[config.mk]
export PLATFORM = sky130hd
export DESIGN_NAME = nvg_guard
export DESIGN_NICKNAME = d
export VERILOG_FILES = /design/src/nvg_pkg.sv /design/src/nvg_holdoff.sv /design/src/nvg_guard.sv
export SDC_FILE = /design/constraint.sdc
export NUM_CORES = 1
export LEC_CHECK = 0
export ABC_AREA = 1
export BUFFER_PORTS_ARGS = -buffer_cell sky130_fd_sc_hd__buf_2
export CORE_AREA = 4 4 123 125
export DETAILED_ROUTE_END_ITERATION = 8
export DIE_AREA = 0 0 127 129
export PLACE_DENSITY_LB_ADDON = 0.15
export SLEW_MARGIN = 20
export SYNTH_ARGS = -nofsm -noshare
export SYNTH_HDL_FRONTEND = slang
export SYNTH_SLANG_ARGS = --single-unit
[constraint.sdc]
create_clock -name clk_sys_i -period 1.5 [get_ports clk_sys_i]
set_input_delay 0.225 -clock clk_sys_i [delete_from_list [all_inputs] [get_ports clk_sys_i]]
set_output_delay 0.225 -clock clk_sys_i [all_outputs]
set_load 0.01 [all_outputs]
[src/nvg_pkg.sv]
/*
  nvg_pkg: shared constants, field layouts and types of the nonvolatile
  write guard (register indices, bit positions, reset values, timing).
  assumes a 40 mhz system clock and a 32-bit classic wishbone register bus.
*/
package nvg_pkg;

  // timing: system clock and power-up hold-off
  localparam int unsigned NVG_CLK_HZ = 40_000_000;
  localparam int unsigned NVG_HOLDOFF_MS = 72;
  // least time, so round up to whole cycles
  localparam int unsigned NVG_HOLDOFF_CYC =
    32'((64'(NVG_HOLDOFF_MS) * 64'(NVG_CLK_HZ) + 64'd999) / 64'd1000);

  // bus geometry: byte address is four times the register index
  localparam int NVG_ADR_W = 12;
  localparam int NVG_IDX_W = 10;

  // register indices
  localparam logic [9:0] NVG_IDX_IRQ_FLAGS2 = 10'h00D;
  localparam logic [9:0] NVG_IDX_IRQ_EN2 = 10'h08D;
  localparam logic [9:0] NVG_IDX_DATA_LO = 10'h10C;
  localparam logic [9:0] NVG_IDX_ADDR_LO = 10'h10D;
  localparam logic [9:0] NVG_IDX_DATA_HI = 10'h10E;
  localparam logic [9:0] NVG_IDX_ADDR_HI = 10'h10F;
  localparam logic [9:0] NVG_IDX_CTRL = 10'h18C;
  localparam logic [9:0] NVG_IDX_UNLOCK = 10'h18D;

  // control register bit positions
  localparam int NVG_CTL_RD = 0;
  localparam int NVG_CTL_WR = 1;
  localparam int NVG_CTL_PERMIT = 2;
  localparam int NVG_CTL_FAULT = 3;
  localparam int NVG_CTL_ERASE = 4;
  localparam int NVG_CTL_SPACE = 7;

  // interrupt flag / enable bit position
  localparam int NVG_IRQ_DONE_BIT = 4;

  // unlock keys
  localparam logic [7:0] NVG_KEY_FIRST = 8'h55;
  localparam logic [7:0] NVG_KEY_SECOND = 8'hAA;

  // values after power-on reset
  localparam logic [7:0] NVG_DATA_RST = 8'h00;
  localparam logic [1:0] NVG_HOLDOFF_CNT_RST = 2'h0;

  // self-write region limits, words below the limit are protected, for 00 words up to and including it
  localparam logic [10:0] NVG_WRT_LIMIT_10 = 11'h200;
  localparam logic [10:0] NVG_WRT_LIMIT_01 = 11'h400;
  localparam logic [10:0] NVG_WRT_LIMIT_00 = 11'h7FF;

  // control register fields
  typedef struct packed {
    logic space_sel;
    logic erase_sel;
    logic fault;
    logic permit;
    logic wr_start;
    logic rd_start;
  } nvg_ctrl_t;

  // command to the memory array
  typedef struct packed {
    logic req;
    logic we;
    logic erase;
    logic space;
    logic [10:0] addr;
    logic [13:0] wdata;
  } nvg_mem_cmd_t;

  // external programming interface pins
  typedef struct packed {
    logic req;
    logic we;
    logic space;
  } nvg_ext_t;

  // unlock sequence detector
  typedef enum logic [1:0] {
    NVG_UNL_IDLE = 2'b00,
    NVG_UNL_GOT55 = 2'b01,
    NVG_UNL_ARMED = 2'b10
  } nvg_unl_t;

  // true when a program-memory self-write to addr is inhibited
  function automatic logic nvg_region_blocked(input logic [1:0] wrt, input logic [10:0] addr);
    logic blk;
    blk = 1'b0;
    case (wrt)
      2'b11: blk = 1'b0;
      2'b10: blk = (addr < NVG_WRT_LIMIT_10);
      2'b01: blk = (addr < NVG_WRT_LIMIT_01);
      default: blk = (addr <= NVG_WRT_LIMIT_00);
    endcase
    return blk;
  endfunction : nvg_region_blocked

endpackage : nvg_pkg

[src/nvg_holdoff.sv]
/*
  nvg_holdoff: power-up hold-off timer; active from power-on reset until
  the programmed number of system clock cycles has elapsed.
  assumes resetn_i is the power-on reset only.
*/
`timescale 1ns/1ps
module nvg_holdoff #(
  parameter int unsigned CYCLES = nvg_pkg::NVG_HOLDOFF_CYC
) (
  // clock and reset
  input wire logic clk_sys_i,
  input wire logic resetn_i,
  // status
  output logic active_o
);
  import nvg_pkg::*;

  localparam int CW = $clog2(CYCLES + 1);

  logic [CW-1:0] cnt_r; // cycles elapsed since release
  logic active_r; // hold-off still running
  logic last; // final cycle of the hold-off

  assign last = (cnt_r == CW'(CYCLES - 1));
  assign active_o = active_r;

  // count up once after power-on, then stop
  always_ff @(posedge clk_sys_i or negedge resetn_i) begin
    if (!resetn_i) begin
      cnt_r <= CW'(NVG_HOLDOFF_CNT_RST);
      active_r <= 1'b1;
    end else if (active_r) begin
      cnt_r <= cnt_r + 1'b1;
      active_r <= ~last;
    end
  end

endmodule : nvg_holdoff

[src/nvg_guard.sv]
/*
  nvg_guard: register file and write guard of the nonvolatile memories.
  holds data, address and control registers, the unlock detector, the
  power-up hold-off, code-protection gating of the external programming
  port and the completion interrupt.
  assumes a classic wishbone master on the system clock, a memory array
  that answers each command with a one-cycle mem_done_i, configuration
  bits that are static after power-on, and a same-clock warm reset.
*/
`timescale 1ns/1ps
module nvg_guard #(
  parameter int unsigned HOLDOFF_CYC = nvg_pkg::NVG_HOLDOFF_CYC
) (
  // clock and resets
  input wire logic clk_sys_i,
  input wire logic resetn_i,
  input wire logic warm_reset_i,
  // wishbone slave
  input wire logic wb_cyc_i,
  input wire logic wb_stb_i,
  input wire logic wb_we_i,
  input wire logic [nvg_pkg::NVG_ADR_W-1:0] wb_adr_i,
  input wire logic [3:0] wb_sel_i,
  input wire logic [31:0] wb_dat_i,
  output logic [31:0] wb_dat_o,
  output logic wb_ack_o,
  // interrupt
  output logic irq_o,
  // configuration word
  input wire logic cfg_data_protect_i,
  input wire logic cfg_prog_protect_i,
  input wire logic [1:0] cfg_wrt_region_i,
  // memory array
  output nvg_pkg::nvg_mem_cmd_t mem_cmd_o,
  input wire logic mem_done_i,
  input wire logic [13:0] mem_rdata_i,
  // external programming port
  input wire nvg_pkg::nvg_ext_t ext_pins_i,
  output logic ext_grant_o,
  output logic ext_deny_o,
  // status
  output logic holdoff_active_o
);
  import nvg_pkg::*;

  // registers
  logic [7:0] data_lo_r; // low data byte
  logic [5:0] data_hi_r; // high data bits, program words only
  logic [7:0] addr_lo_r; // low address byte
  logic [2:0] addr_hi_r; // high address bits
  nvg_ctrl_t ctrl_r; // control register
  nvg_ctrl_t ctrl_nxt;
  logic done_flag_r; // write operation complete, sticky
  logic done_flag_nxt;
  logic irq_en_r; // completion interrupt enable
  logic irq_r; // interrupt output flop
  nvg_unl_t unl_r; // unlock detector state
  nvg_unl_t unl_nxt;
  nvg_mem_cmd_t mem_cmd_r; // command held toward the array
  nvg_mem_cmd_t mem_cmd_nxt;
  nvg_mem_cmd_t mem_held; // command with request updated
  nvg_mem_cmd_t mem_new; // command launched this cycle
  logic ack_r; // bus acknowledge
  logic [31:0] dat_r; // bus read data

  // external port synchroniser and gating
  nvg_ext_t ext_s1_r;
  nvg_ext_t ext_s2_r;
  nvg_ext_t ext_s3_r;
  nvg_ext_t ext_q_r; // filtered external request
  logic ext_grant_r;
  logic ext_deny_r;
  logic ext_blocked; // request refused by code protection

  // decode
  logic [NVG_IDX_W-1:0] idx; // register index
  logic wb_hit; // new bus request this cycle
  logic bus_wr; // byte lane 0 write
  logic [7:0] wdat; // written byte
  logic [7:0] rd_byte; // selected read byte
  logic [7:0] ctrl_byte;
  logic [7:0] flags_byte;
  logic [7:0] en_byte;
  logic wr_ctrl;
  logic wr_unlock;
  logic wr_flags;
  logic wr_en;
  logic op_busy; // array operation in progress
  logic mem_done; // completion of an own operation
  logic rd_load; // read data returns
  logic wr_ask; // software asks for a write
  logic region_ok;
  logic holdoff_ok;
  logic holdoff_active;
  logic start_wr;
  logic start_rd;
  logic start_any;
  logic done_clr;

  // power-up hold-off timer
  nvg_holdoff #(
    .CYCLES(HOLDOFF_CYC)
  ) u_holdoff (
    .clk_sys_i(clk_sys_i),
    .resetn_i(resetn_i),
    .active_o(holdoff_active)
  );

  // bus decode
  assign idx = wb_adr_i[NVG_ADR_W-1:2];
  assign wb_hit = wb_cyc_i & wb_stb_i & ~ack_r;
  assign bus_wr = wb_hit & wb_we_i & wb_sel_i[0] & ~warm_reset_i;
  assign wdat = wb_dat_i[7:0];
  assign wr_ctrl = bus_wr & (idx == NVG_IDX_CTRL);
  assign wr_unlock = bus_wr & (idx == NVG_IDX_UNLOCK);
  assign wr_flags = bus_wr & (idx == NVG_IDX_IRQ_FLAGS2);
  assign wr_en = bus_wr & (idx == NVG_IDX_IRQ_EN2);

  // read selection; unimplemented bits and the unlock port read zero
  assign ctrl_byte = {ctrl_r.space_sel, 2'b00, ctrl_r.erase_sel, ctrl_r.fault,
                      ctrl_r.permit, ctrl_r.wr_start, ctrl_r.rd_start};
  assign flags_byte = 8'(done_flag_r) << NVG_IRQ_DONE_BIT;
  assign en_byte = 8'(irq_en_r) << NVG_IRQ_DONE_BIT;
  assign rd_byte = (idx == NVG_IDX_IRQ_FLAGS2) ? flags_byte :
                   (idx == NVG_IDX_IRQ_EN2) ? en_byte :
                   (idx == NVG_IDX_DATA_LO) ? data_lo_r :
                   (idx == NVG_IDX_ADDR_LO) ? addr_lo_r :
                   (idx == NVG_IDX_DATA_HI) ? {2'b00, data_hi_r} :
                   (idx == NVG_IDX_ADDR_HI) ? {5'b00000, addr_hi_r} :
                   (idx == NVG_IDX_CTRL) ? ctrl_byte :
                   8'h00;

  // launch decisions; own accesses are never gated by code protection
  assign op_busy = mem_cmd_r.req;
  assign mem_done = mem_done_i & mem_cmd_r.req;
  assign rd_load = mem_done & ~mem_cmd_r.we;
  assign wr_ask = wr_ctrl & wdat[NVG_CTL_WR] & ~op_busy;
  assign region_ok = ~wdat[NVG_CTL_SPACE] |
                     ~nvg_region_blocked(cfg_wrt_region_i, {addr_hi_r, addr_lo_r});
  assign holdoff_ok = wdat[NVG_CTL_SPACE] | ~holdoff_active;
  // permit must already be stored and the unlock keys just written
  assign start_wr = wr_ask & ctrl_r.permit & (unl_r == NVG_UNL_ARMED) &
                    region_ok & holdoff_ok;
  assign start_rd = wr_ctrl & wdat[NVG_CTL_RD] & ~op_busy & ~start_wr;
  assign start_any = start_wr | start_rd;

  // control register next value
  assign ctrl_nxt = warm_reset_i ?
    nvg_ctrl_t'{space_sel: ctrl_r.space_sel, erase_sel: 1'b0,
      fault: ctrl_r.fault | (op_busy & mem_cmd_r.we),
      permit: 1'b0, wr_start: 1'b0, rd_start: 1'b0} :
    nvg_ctrl_t'{space_sel: wr_ctrl ? wdat[NVG_CTL_SPACE] : ctrl_r.space_sel,
      erase_sel: wr_ctrl ? wdat[NVG_CTL_ERASE] : ctrl_r.erase_sel,
      fault: wr_ctrl ? wdat[NVG_CTL_FAULT] : ctrl_r.fault,
      permit: wr_ctrl ? wdat[NVG_CTL_PERMIT] : ctrl_r.permit,
      wr_start: start_wr | (ctrl_r.wr_start & ~mem_done),
      rd_start: start_rd | (ctrl_r.rd_start & ~mem_done)};

  // memory command: captured at launch, request dropped on done or abort
  assign mem_new = '{req: 1'b1, we: start_wr,
                     erase: start_wr & wdat[NVG_CTL_ERASE],
                     space: wdat[NVG_CTL_SPACE],
                     addr: {addr_hi_r, addr_lo_r},
                     wdata: {data_hi_r, data_lo_r}};
  always_comb begin
    mem_held = mem_cmd_r;
    mem_held.req = mem_cmd_r.req & ~mem_done & ~warm_reset_i;
  end
  assign mem_cmd_nxt = start_any ? mem_new : mem_held;

  // completion flag: hardware set wins over a write-one clear
  assign done_clr = wr_flags & wdat[NVG_IRQ_DONE_BIT];
  assign done_flag_nxt = ~warm_reset_i &
                         ((mem_done & mem_cmd_r.we) | (done_flag_r & ~done_clr));

  // unlock detector: only the key writes advance it, nothing is stored
  always_comb begin
    unl_nxt = unl_r;
    if (warm_reset_i) begin
      unl_nxt = NVG_UNL_IDLE;
    end else if (wr_unlock) begin
      case (unl_r)
        NVG_UNL_GOT55: begin
          if (wdat == NVG_KEY_SECOND) begin
            unl_nxt = NVG_UNL_ARMED;
          end else if (wdat == NVG_KEY_FIRST) begin
            unl_nxt = NVG_UNL_GOT55;
          end else begin
            unl_nxt = NVG_UNL_IDLE;
          end
        end
        default: begin
          unl_nxt = (wdat == NVG_KEY_FIRST) ? NVG_UNL_GOT55 : NVG_UNL_IDLE;
        end
      endcase
    end else if (bus_wr) begin
      // any other write, the control write included, ends the sequence
      unl_nxt = NVG_UNL_IDLE;
    end
  end

  // external port: a request is refused under code protection
  assign ext_blocked = (~ext_q_r.space & cfg_data_protect_i) |
                       (ext_q_r.space & ext_q_r.we & cfg_data_protect_i) |
                       (ext_q_r.space & cfg_prog_protect_i);

  // outputs straight from flops
  assign wb_ack_o = ack_r;
  assign wb_dat_o = dat_r;
  assign irq_o = irq_r;
  assign mem_cmd_o = mem_cmd_r;
  assign ext_grant_o = ext_grant_r;
  assign ext_deny_o = ext_deny_r;
  assign holdoff_active_o = holdoff_active;

  // bus answer: one cycle after the request
  always_ff @(posedge clk_sys_i or negedge resetn_i) begin
    if (!resetn_i) begin
      ack_r <= 1'b0;
      dat_r <= 32'h0000_0000;
    end else begin
      ack_r <= wb_hit;
      if (wb_hit & ~wb_we_i) begin
        dat_r <= {24'h00_0000, rd_byte};
      end
    end
  end

  // data and address: kept over a warm reset, data also loaded by reads
  always_ff @(posedge clk_sys_i or negedge resetn_i) begin
    if (!resetn_i) begin
      data_lo_r <= NVG_DATA_RST;
      data_hi_r <= NVG_DATA_RST[5:0];
      addr_lo_r <= NVG_DATA_RST;
      addr_hi_r <= NVG_DATA_RST[2:0];
    end else begin
      if (bus_wr & (idx == NVG_IDX_DATA_LO)) begin
        data_lo_r <= wdat;
      end else if (rd_load) begin
        data_lo_r <= mem_rdata_i[7:0];
      end
      if (bus_wr & (idx == NVG_IDX_DATA_HI)) begin
        data_hi_r <= wdat[5:0];
      end else if (rd_load & mem_cmd_r.space) begin
        data_hi_r <= mem_rdata_i[13:8];
      end
      if (bus_wr & (idx == NVG_IDX_ADDR_LO)) begin
        addr_lo_r <= wdat;
      end
      if (bus_wr & (idx == NVG_IDX_ADDR_HI)) begin
        addr_hi_r <= wdat[2:0];
      end
    end
  end

  // control, unlock, command and interrupt state
  always_ff @(posedge clk_sys_i or negedge resetn_i) begin
    if (!resetn_i) begin
      ctrl_r <= '0;
      unl_r <= NVG_UNL_IDLE;
      mem_cmd_r <= '0;
      done_flag_r <= 1'b0;
      irq_en_r <= 1'b0;
      irq_r <= 1'b0;
    end else begin
      ctrl_r <= ctrl_nxt;
      unl_r <= unl_nxt;
      mem_cmd_r <= mem_cmd_nxt;
      done_flag_r <= done_flag_nxt;
      irq_en_r <= ~warm_reset_i & (wr_en ? wdat[NVG_IRQ_DONE_BIT] : irq_en_r);
      irq_r <= done_flag_r & irq_en_r;
    end
  end

  // external pin synchroniser; a level counts once stages two and three agree
  always_ff @(posedge clk_sys_i or negedge resetn_i) begin
    if (!resetn_i) begin
      ext_s1_r <= '0;
      ext_s2_r <= '0;
      ext_s3_r <= '0;
      ext_q_r <= '0;
      ext_grant_r <= 1'b0;
      ext_deny_r <= 1'b0;
    end else begin
      ext_s1_r <= ext_pins_i;
      ext_s2_r <= ext_s1_r;
      ext_s3_r <= ext_s2_r;
      if (ext_s2_r == ext_s3_r) begin
        ext_q_r <= ext_s3_r;
      end
      ext_grant_r <= ext_q_r.req & ~ext_blocked;
      ext_deny_r <= ext_q_r.req & ext_blocked;
    end
  end
endmodule : nvg_guard

==> flow_summary.json, run 1 <==
{
  "status": "finished with violations",
  "violated_checks": "setup timing",
  "drc": 0,
  "track_usage_pct": 18.19,
  "yosys.area_share.simple_pct": 29.17,
  "cp_delay_by_family_top": "simple AND/OR/NAND/NOR gates",
  "number_of_antenna_violations_at_the_first_check_in_global_routing": 0,
  "clock_tree.root_cell": "clkbuf_16",
  "fin_crit_ns": 1.617,
  "grt_max_degree": 58,
  "cts.sinks": 111,
  "globalRouteOverflowTotal": 0,
  "die_width_um": 127,
  "layout-drive-gt1-share_pct": 38.56,
  "worst_r2r_startpoint": "wb_ack_o",
  "detailroute.via_count": 4819,
  "clock_tree.htree_level_count": 3,
  "drt_iter0_drc": 385,
  "chain_of_cells_forming_the_critical_path": "nor2_4 -> nand4_4 -> nor2_8 -> nand3_4 -> buf_12 -> clkbuf_16 -> nand3_1 -> nand2_1",
  "detailedPlacementHpwl_um": 10920,
  "placement.io_buffers": 88,
  "power_mw": 6.013,
  "critical_path_required_ns": 1.74,
  "synth_seq_cells": 111,
  "final.setup.worst_slack_ns": -0.1171,
  "maximum_clock_frequency_mhz": 618.4,
  "synth_top_family_by_area": "simple AND/OR/NAND/NOR gates",
  "setup-tns-final_ns": -2.676,
  "drt_wl_total_um": 15780,
  "dr.pass1.iters": 5,
  "num_antenna_cells": 0,
  "min-delay-start": "mem_done_i",
  "vias_per_cell": 4.963,
  "finClkSkew_ns": 0.005472,
  "most_used_flip_flop_cell_after_synthesis": "dfrtp_1",
  "final.hold.worst_slack_ns": 0.1311,
  "worst_skew_pair.late_latency_ns": 0.35,
  "fin_area_um2": 7602,
  "crit_path_end_kind": "flip-flop",
  "detail-route-antenna-nets": 0,
  "worst_ir_drop_vdd_v": 0.0004650,
  "fin_nets": 863,
  "dp_area_um2": 6477,
  "cts_max_path_buffers": 2,
  "core_um2": 13880,
  "synth.avg_cell_area_um2": 8.892,
  "timing.critical_path.from": "wb_ack_o",
  "tritoncts.num_buffers": 9,
  "synth_compound_area_share_pct": 6.738,
  "maxCapViolations": 0,
  "timing.critical_path.slowest_cell_delay_ns": 0.41,
  "grt_pass1_wl_um": 23470,
  "number_of_global_route_vias_before_repair": 4615,
  "count_of_endpoints_failing_hold_in_the_final_timing_report": 0,
  "max_transition_viols_final": 0,
  "place_congestion": 0.9286,
  "power-per-cell-area_nw_per_um2": 790.9,
  "leak_pwr_nw": 4.071,
  "synthAdderAreaFrac_pct": 0.2284,
  "routed_wire_length_per_instance_um": 16.25,
  "cp_bufs_invs": 2,
  "floorplan.initialDensity_pct": 39.46,
  "final.fill_count": 1285,
  "worstPathArrival_ns": 1.85,
  "floorplan.die.height_um": 129,
  "grt_setup_unrepaired": "yes",
  "synth-async-reset-ratio_pct": 100.0,
  "synth_seq_area_share_pct": 50.73,
  "netlist_area_um2": 5478,
  "cp_slowest_cell": "dfrtp_1",
  "placementRows": 43,
  "areaGrowthSynthToFinish_pct": 38.78,
  "timing.critical_path.fanout_max": 5,
  "synth.mux.area_fraction_pct": 0.2056,
  "tritoncts": "done",
  "synthesis.instances": 616,
  "post_synth_xor_area_fraction_pct": 3.837,
  "synth_edf_count": 0,
  "synth.distinct_cells": 43,
  "setup_violations": 46,
  "ioPinCount": 142,
  "critical_path_class": "flip-flop to flip-flop",
  "path_clk_slew_ns": 0.07,
  "cp-start-kind": "flip-flop",
  "min_path_type": "input port to flip-flop",
  "die_area_um2": 16380,
  "total_number_of_yosys_warnings": 0,
  "final.period_utilization_pct": 107.8
}
repair_timing:
action                                  4_1_cts  5_1_grt
resized for setup                            12      110
pin swaps                                     7       43
hold buffers                                  4        0
endpoints found under the setup margin       50       73
endpoints found under the hold margin       113        0
gates cloned                                  0        9
setup buffers                                 5        8
final cells by class:
| cell class | instances | area, um2 | area share, % |
|---|---|---|---|
| Clock buffer | 12 | 256.5 | 3.374 |
| Inverter | 55 | 221.5 | 2.913 |
| Timing Repair Buffer | 173 | 1363 | 17.92 |
| Tap cell | 180 | 225.2 | 2.962 |
| Sequential cell | 111 | 2779 | 36.55 |
| Clock inverter | 4 | 51.30 | 0.6748 |
| Multi-Input combinational cell | 436 | 2706 | 35.60 |
final timing paths:
| kind | to | slack (ns) | cells after the start |
|---|---|---|---|
| worst min register to register | ext_s2_r[0] | 0.35 | 0 |
| worst max-delay path | mem_cmd_o[6] | -0.12 | 8 |
| max in group asynchronous | u_holdoff.active_o | 0.77 | 3 |
| min in group asynchronous | mem_cmd_o[17] | 0.42 | 3 |
| worst max register to register | mem_cmd_o[6] | -0.12 | 8 |
| worst min-delay path | op_busy | 0.13 | 2 |
through the flow:
step / worst slack (ns) / std cells / util (%)
2_1_floorplan: -0.06796 / 639 / -
3_3_place_gp: -0.08424 / 929 / 46.66
3_5_place_dp: -0.1126 / 929 / 46.66
4_1_cts: -0.04050 / 954 / 49.71
5_1_grt: -0.1976 / 971 / 54.77
6_report: -0.1171 / 971 / 54.77
synth_stat cells, types with 3 or more instances:
cell       instances  area (um2)
o21ai_1           12       60.06
or2_2              4       25.02
nor3_1             6       30.03
nand3_1           60       300.3
buf_4             25       187.7
nand2_4            3       33.78
nand3_2            8       80.08
o2111ai_1          3       26.28
inv_1             52       195.2
inv_2              3       11.26
o21ai_0            9       45.04
nand2_1          167       626.9
nand2_2            4       25.02
nor2_4             4       45.04
xnor2_1            6       52.55
nand4_1           15       93.84
dfrtp_1          110        2753
o211ai_1          20       150.1
a21oi_1            9       45.04
nor2_2             6       37.54
buf_6              7       78.83
nor2_1            36       135.1
xor2_1            18       157.7
nor4_1             4       25.02
sequential cells by signal, indices dropped and copies added, names as in the netlist, 2 cells and up:
name             cells
ctrl_byte            6
ext_s1_r             3
addr_lo_r            8
ext_s2_r             3
data_hi_r            6
mem_cmd_o           28
addr_hi_r            3
u_holdoff.cnt_r     22
unl_r                2
ext_s3_r             3
data_lo_r            8
ext_q_r              3
wb_dat_o             8
report_power, final:
part / total, mW / switching, mW / leakage, nW / internal [mW]
Sequential: 3.07 / 0.0228 / 1.50 / 3.05
Clock: 2.47 / 1.08 / 0.149 / 1.39
Combinational: 0.474 / 0.298 / 2.42 / 0.176
Total: 6.01 / 1.40 / 4.07 / 4.62
cell usage in the layout, fill, tap and decap left out, types with 20 or more instances in the layout:
master,Yosys,layout
nand2_2,4,34
buf_2,2,87
nand3_2,8,31
o211ai_1,20,20
buf_4,25,58
nand3_1,60,34
nand2_1,167,126
dfrtp_1,110,110
conb_1,1,24
inv_1,52,49
nor2_1,36,30
routing by layer:
metal / share of wire (%) / global-route usage (%) / up-vias
met3: 6.9 / 2.449 / 23
met5: 0 / 0 / -
met2: 47 / 28.42 / 152
met4: 2.0 / 6.372 / 0
met1: 44 / 26.12 / 2319
li1: - / - / 2325
kinds of logic (layout without fill, tap and decap cells):
group / count (synthesis) / count (layout)
AOI/OAI and AO/OA: 59 / 59
xor gates and xnor gates: 24 / 24
adders and majority gates: 1 / 1
buffers and inverters: 92 / 244
DFF: 111 / 111
muxes: 1 / 1
other: 1 / 24
and+or+nand+nor: 327 / 327
Power figures use the tool's default switching activity.
==> inputs of run 2 (changes only) <==
--- a/config.mk
+++ b/config.mk
@@ -8,3 +8,2 @@
 export ABC_AREA = 1
-export BUFFER_PORTS_ARGS = -buffer_cell sky130_fd_sc_hd__buf_2
 export CORE_AREA = 4 4 123 125
@@ -12,2 +11,3 @@
 export DIE_AREA = 0 0 127 129
+export DONT_BUFFER_PORTS = 1
 export PLACE_DENSITY_LB_ADDON = 0.15
==> constraint.sdc (replaced) <==
create_clock -name clk_sys_i -period 1.5 [get_ports clk_sys_i]
set_input_delay 0.075 -clock clk_sys_i [delete_from_list [all_inputs] [get_ports clk_sys_i]]
set_output_delay 0.075 -clock clk_sys_i [all_outputs]
set_load 0.01 [all_outputs]
==> run 2 against run 1 <==
The run ends with hold timing, setup timing left. Cell area is 12% lower. Setup slack better by 0.058 ns. Critical path depth is 1 lower. Combinational power is 31% lower. Sequential power hardly changed. Global-route usage is 0.27 points higher. Wire length is 7.1% lower. Flip-flop and latch count stayed put. First-iteration DRC count is 31% lower. Via count is 8.7% lower. Total power is 2.1% lower. Non-clock buffer count is 93 lower. Critical endpoint is now mem_cmd_o[26].
==> flow_summary.json, run 2 (synthesis gave the netlist of run 1 again) <==
{
  "detail-route-antenna-nets": 0,
  "core_um2": 13880,
  "final.period_utilization_pct": 103.9,
  "timing.critical_path.slowest_cell_delay_ns": 0.41,
  "placementRows": 43,
  "grt_pass1_wl_um": 23480,
  "finClkSkew_ns": 0.009693,
  "clock_tree.root_cell": "clkbuf_16",
  "number_of_antenna_violations_at_the_first_check_in_global_routing": 0,
  "path_clk_slew_ns": 0.08,
  "place_congestion": 0.9353,
  "grt_max_degree": 112,
  "final_core_utilization_pct": 48.39,
  "track_usage_pct": 18.46,
  "fin_nets": 770,
  "dp_slack_ns": -0.1295,
  "vias_per_cell": 5.014,
  "cp_bufs_invs": 1,
  "grt_setup_unrepaired": "yes",
  "power_mw": 5.888,
  "worst_ir_drop_vdd_v": 0.0004873,
  "die_area_um2": 16380,
  "critical_path_class": "flip-flop to flip-flop",
  "routed_wire_length_per_instance_um": 16.69,
  "dp_cells": 821,
  "maxCapViolations": 0,
  "max_transition_viols_final": 0,
  "crit_path_end_kind": "flip-flop",
  "floorplan.initialDensity_pct": 39.46,
  "status": "finished with violations",
  "cp_slowest_cell": "dfrtp_1",
  "detailroute.via_count": 4402,
  "final.hold.worst_slack_ns": -0.5879,
  "chain_of_cells_forming_the_critical_path": "nor2_4 -> nand4_4 -> nor2_8 -> nand3_4 -> buf_12 -> nand3_1 -> o21ai_1",
  "leak_pwr_nw": 3.381,
  "die_width_um": 127,
  "power-per-cell-area_nw_per_um2": 876.7,
  "post_layout_nonfiller_instances": 878,
  "final.setup.worst_slack_ns": -0.05890,
  "worst_skew_pair.late_latency_ns": 0.36,
  "layout-drive-gt1-share_pct": 19.63,
  "timing.critical_path.fanout_max": 25,
  "dr.pass1.iters": 6,
  "drc": 0,
  "min_path_type": "input port to asynchronous set/reset pin",
  "num_antenna_cells": 0,
  "clock_tree.htree_level_count": 3,
  "floorplan.die.height_um": 129,
  "count_of_endpoints_failing_hold_in_the_final_timing_report": 111,
  "setup_violations": 28,
  "maximum_clock_frequency_mhz": 641.5,
  "cts_hold_repair.buffers": 33,
  "number_of_global_route_vias_before_repair": 4344,
  "ioPinCount": 142,
  "placement.io_buffers": 0,
  "drt_iter0_drc": 266,
  "areaGrowthSynthToFinish_pct": 22.61,
  "cp-start-kind": "flip-flop",
  "drt_wl_total_um": 14650,
  "tritoncts": "done",
  "violated_checks": "hold timing, setup timing",
  "final_cell_mix": "156 x nand2_1, 110 x dfrtp_1, 53 x nand3_1",
  "detailedPlacementHpwl_um": 10540,
  "tritoncts.num_buffers": 9,
  "worstPathArrival_ns": 1.79,
  "fin_crit_ns": 1.559,
  "layout.cells.most_common": "nand2_1",
  "largest_register_ffs": 28,
  "cp_delay_by_family_top": "simple AND/OR/NAND/NOR gates",
  "cts_max_path_buffers": 2,
  "critical_path_required_ns": 1.73,
  "cts.sinks": 111,
  "final.fill_count": 1344,
  "globalRouteOverflowTotal": 0
}
==> run 2: changes by cell type in the layout (fill, tap and decap cells not counted), moves of 6 or more <==
cell,change
buf_12,-8
buf_2,-87
buf_4,-17
clkbuf_16,-6
dlygate4sd3_1,+29
nand2_1,+30
nand2_2,-22
nand2_4,-7
nand3_1,+19
nand3_2,-16
==> run 2: report_power, final <==
group / switching, mW / total [mW] / internal [mW] / leakage (nW)
sequential: 0.0365 / 3.09 / 3.05 / 1.50
combinational: 0.189 / 0.326 / 0.137 / 1.73
clock: 1.13 / 2.48 / 1.35 / 0.149
total: 1.35 / 5.89 / 4.54 / 3.38
==> run 2: path summary, 6_finish.rpt <==
check	endpoint	slack, ns	cells past startpoint	start
min	mem_cmd_o[22]	-0.59	0	resetn_i
max in group asynchronous	u_holdoff.active_o	1.87	0	resetn_i
max	mem_cmd_o[26]	-0.06	7	wb_ack_o
min reg2reg	ext_s2_r[1]	0.35	0	ext_s1_r[1]
min in group clk_sys_i	addr_lo_r[5]	0.01	2	wb_dat_i[5]
max reg2reg	mem_cmd_o[26]	-0.06	7	wb_ack_o
==> run 2: timing repair <==
| item | 4_1_cts | 5_1_grt |
|---|---|---|
| resized for setup | 17 | 41 |
| endpoints found under the hold margin | 143 | 111 |
| pin swaps | 7 | 12 |
| setup endpoints to repair | 51 | 72 |
| setup buffers | 4 | 4 |
==> run 2: final cells by class <==
class / count / area (um2) / area share [%]
clock buffer: 10 / 239.0 / 3.558
clock inverter: 6 / 68.82 / 1.025
inverter: 55 / 216.5 / 3.223
multi-input combinational: 436 / 2465 / 36.70
sequential: 111 / 2779 / 41.37
tap: 180 / 225.2 / 3.353
timing repair buffer: 80 / 723.2 / 10.77
==> run 2: metal layers <==
layer  share of wire [%]  global-route usage [%]  vias to the layer above
met1                  47                   26.51                     2121
met3                 5.9                   3.487                       15
met5                   0                       0                        -
li1                    -                       -                     2129
met2                  46                   28.30                      137
met4                 1.5                   5.931                        0
==> run 2: metrics by stage <==
| step | cell area, um2 | setup TNS, ns |
|---|---|---|
| after CTS | 6548 | -0.1704 |
| after floorplan | 5579 | -0.07847 |
| after detailed placement | 5809 | -3.270 |
| after global placement | 5809 | -1.238 |
| after global routing | 6716 | -5.080 |
| final | 6716 | -0.8261 |
==> run 2: worst reg2reg max path, cell delays in order (launching register included) <==
cell and delay, ns:
dfrtp_1 0.41, nor2_4 0.15, nand4_4 0.17, nor2_8 0.20
nand3_4 0.14, buf_12 0.20, nand3_1 0.10, o21ai_1 0.06
==> inputs of run 3 (changes only) <==
Settings changed: ABC_AREA 1 to 0, CORE_AREA 4 4 123 125 to 4 4 122 124, DIE_AREA 0 0 127 129 to 0 0 126 128.
==> run 3 against run 2 <==
The run still ends with hold timing, setup timing left. Area after synthesis fell by 0.78%. Combinational power grew 23%. Final cell count fell by 16%. Via count is 7.9% lower. Hold slack got worse by 0.0027 ns. Wire length increased by 5.5%. Core utilization grew 2.3 points. Synthesized cell count fell by 25%. Critical endpoint is now mem_cmd_o[14]. Largest cell class unchanged.
==> flow_summary.json, run 3 <==
{
  "status": "finished with violations",
  "violated_checks": "hold timing, setup timing",
  "globalRouteOverflowTotal": 0,
  "final.hold.worst_slack_ns": -0.5906,
  "setup-tns-final_ns": -16.90,
  "chain_of_cells_forming_the_critical_path": "and4b_4 -> nand4_1 -> a2111o_1 -> buf_6 -> mux2_4",
  "yosysMostFrequentCell": "dfrtp_1",
  "post-synth-top-area-fraction_pct": 50.64,
  "areaGrowthSynthToFinish_pct": 28.50,
  "slew_headroom_pct": 66.49,
  "core_um2": 13770,
  "timing.critical_path.fanout_max": 10,
  "layout.cells.most_common": "dfrtp_1",
  "vias_per_cell": 5.488,
  "floorplan.initialDensity_pct": 39.46,
  "floorplan.die.height_um": 128,
  "detailroute.via_count": 4056,
  "worst_skew_pair.late_latency_ns": 0.36,
  "leak_pwr_nw": 3.333,
  "routed_wire_length_per_instance_um": 20.91,
  "drt_iter0_drc": 320,
  "synth.distinct_cells": 63,
  "synth.area.top_cells": "dfrtp_1 51%, mux2_2 6.2%, mux2_4 5.2%",
  "netlist_area_um2": 5435,
  "post_synth_most_frequent_cells": "110 x dfrtp_1, 30 x mux2_2, 26 x buf_4",
  "most_used_flip_flop_cell_after_synthesis": "dfrtp_1",
  "max_transition_viols_final": 0,
  "power-per-cell-area_nw_per_um2": 854.2,
  "num_antenna_cells": 0,
  "number_of_antenna_violations_at_the_first_check_in_global_routing": 0,
  "tritoncts.num_buffers": 9,
  "final.fill_count": 1271,
  "grt_setup_unrepaired": "yes",
  "synth_edf_count": 0,
  "cts_max_path_buffers": 2,
  "final_cell_mix": "110 x dfrtp_1, 48 x buf_4, 32 x dlygate4sd3_1",
  "drc": 0,
  "synth.avg_cell_area_um2": 11.69,
  "power_mw": 5.966,
  "ioPinCount": 142,
  "number_of_global_route_vias_before_repair": 4082,
  "finClkSkew_ns": 0.009267,
  "clock_tree.htree_level_count": 3,
  "final_core_utilization_pct": 50.71,
  "cp_slowest_cell": "a2111o_1",
  "final.setup.worst_slack_ns": -0.4485,
  "worst_ir_drop_vdd_v": 0.0004479,
  "detail-route-antenna-nets": 0,
  "cts.sinks": 111,
  "placement.io_buffers": 0,
  "detailedPlacementHpwl_um": 10850,
  "synthesis.instances": 465,
  "synth_seq_area_share_pct": 51.13,
  "track_usage_pct": 19.18,
  "grt_pass1_wl_um": 23670,
  "setup_violations": 66,
  "placementRows": 43,
  "cp-start-kind": "flip-flop",
  "synth-async-reset-ratio_pct": 100.0,
  "count_of_endpoints_failing_hold_in_the_final_timing_report": 112,
  "fin_nets": 631,
  "critical_path_class": "flip-flop to flip-flop",
  "worstPathArrival_ns": 2.19,
  "die_area_um2": 16130,
  "min_path_type": "input port to asynchronous set/reset pin",
  "critical_path_required_ns": 1.74,
  "maximum_clock_frequency_mhz": 513.2,
  "path_clk_slew_ns": 0.08,
  "total_number_of_yosys_warnings": 0,
  "synth_top_cell_by_area": "dfrtp_1",
  "place_congestion": 0.8997,
  "synth_seq_cells": 111,
  "die_width_um": 126,
  "fin_crit_ns": 1.949,
  "dr.pass1.iters": 5,
  "timing.critical_path.slowest_cell_delay_ns": 0.46,
  "largest_register_ffs": 28,
  "drt_wl_total_um": 15450,
  "maxCapViolations": 0,
  "clock_tree.root_cell": "clkbuf_16",
  "tightest_slew_ns": 0.5003,
  "crit_path_end_kind": "flip-flop",
  "tritoncts": "done",
  "final.period_utilization_pct": 129.9,
  "grt_max_degree": 112,
  "layout-drive-gt1-share_pct": 34.70
}
-- run 3: cell count changes after synthesis, moves of 8 or more --
cell	delta
nand2_1	-145
nand3_1	-49
inv_1	-43
mux2_2	+29
o211ai_1	-20
mux2_4	+19
mux2i_1	+17
nor2_1	-13
o21ai_1	-12
nor3_1	+11
xnor2_1	+11
xor2_1	-11
nand2b_1	+10
nand3_2	-8
-- run 3: worst paths after layout --
kind,start,end,slack [ns],cells past startpoint
min in group clk_sys_i,wb_dat_i[7],unl_r[1],-0.01,4
min reg2reg,ext_s1_r[0],ext_s2_r[0],0.35,0
max in group asynchronous,resetn_i,u_holdoff.active_o,1.88,0
min,resetn_i,mem_cmd_o[25],-0.59,0
max,unl_r[0],mem_cmd_o[14],-0.45,5
max reg2reg,unl_r[0],mem_cmd_o[14],-0.45,5
-- run 3: repair_timing --
| action | CTS | global route |
|---|---|---|
| endpoints found under the setup margin | 70 | 84 |
| setup buffers | 2 | 10 |
| hold endpoints to repair | 157 | 116 |
| gates resized for setup | 46 | 38 |
| hold buffers | 30 | 2 |
| pin swaps | 12 | 19 |
-- run 3: worst max-delay path: cells and delay by family, from the launching register on --
family	cells	cell delay, ns
flip-flops	1	0.40
multiplexers	1	0.30
AO/OA/AOI/OAI	1	0.46
buffers and inverters	1	0.19
AND/OR/NAND/NOR	2	0.47
-- run 3: layer usage --
metal	vias to the layer above	global-route usage (%)	part of all wire [%]
li1	1838	-	-
met1	2057	26.70	43
met2	145	29.70	47
met3	16	4.625	7.8
met4	0	6.057	1.5
met5	-	0	0
-- run 3: power breakdown --
group | leakage, nW | switching (mW) | total, mW | internal (mW)
Clock | 0.147 | 1.15 | 2.46 | 1.31
Sequential | 1.51 | 0.0572 | 3.10 | 3.05
Combinational | 1.67 | 0.202 | 0.401 | 0.199
Total | 3.33 | 1.41 | 5.97 | 4.55
-- run 3: through the flow --
| stage | cells | area (um2) | setup WS, ns |
|---|---|---|---|
| 2_1_floorplan | 488 | 5578 | -0.3737 |
| 5_1_grt | 739 | 6984 | -0.4798 |
| 3_3_place_gp | 681 | 5917 | -0.3713 |
| 4_1_cts | 729 | 6723 | -0.4271 |
| 6_report | 739 | 6984 | -0.4485 |
| 3_5_place_dp | 681 | 5917 | -0.4276 |
-- run 3: cells by family (layout without fill, tap and decap cells) --
family | Yosys count | after routing | share of synthesized area [%]
AND/OR/NAND/NOR | 149 | 149 | 15.84
buffers and inverters | 52 | 123 | 6.192
AO/OA/AOI/OAI | 61 | 61 | 8.080
multiplexers | 66 | 66 | 14.59
adder cells (fa/ha/maj) | 1 | 1 | 0.2302
XOR/XNOR | 24 | 24 | 3.867
other | 1 | 24 | 0.06899
flip-flops | 111 | 111 | 51.13
-- run 3: area by class of cell --
type / instances / area (um2) / share of cell area, %
sequential: 111 / 2779 / 39.79
multi-input combinational: 325 / 2756 / 39.47
timing repair buffer: 98 / 890.9 / 12.76
clock buffer: 10 / 229.0 / 3.278
tap: 180 / 225.2 / 3.225
clock inverter: 6 / 70.07 / 1.003
inverter: 9 / 33.78 / 0.4837
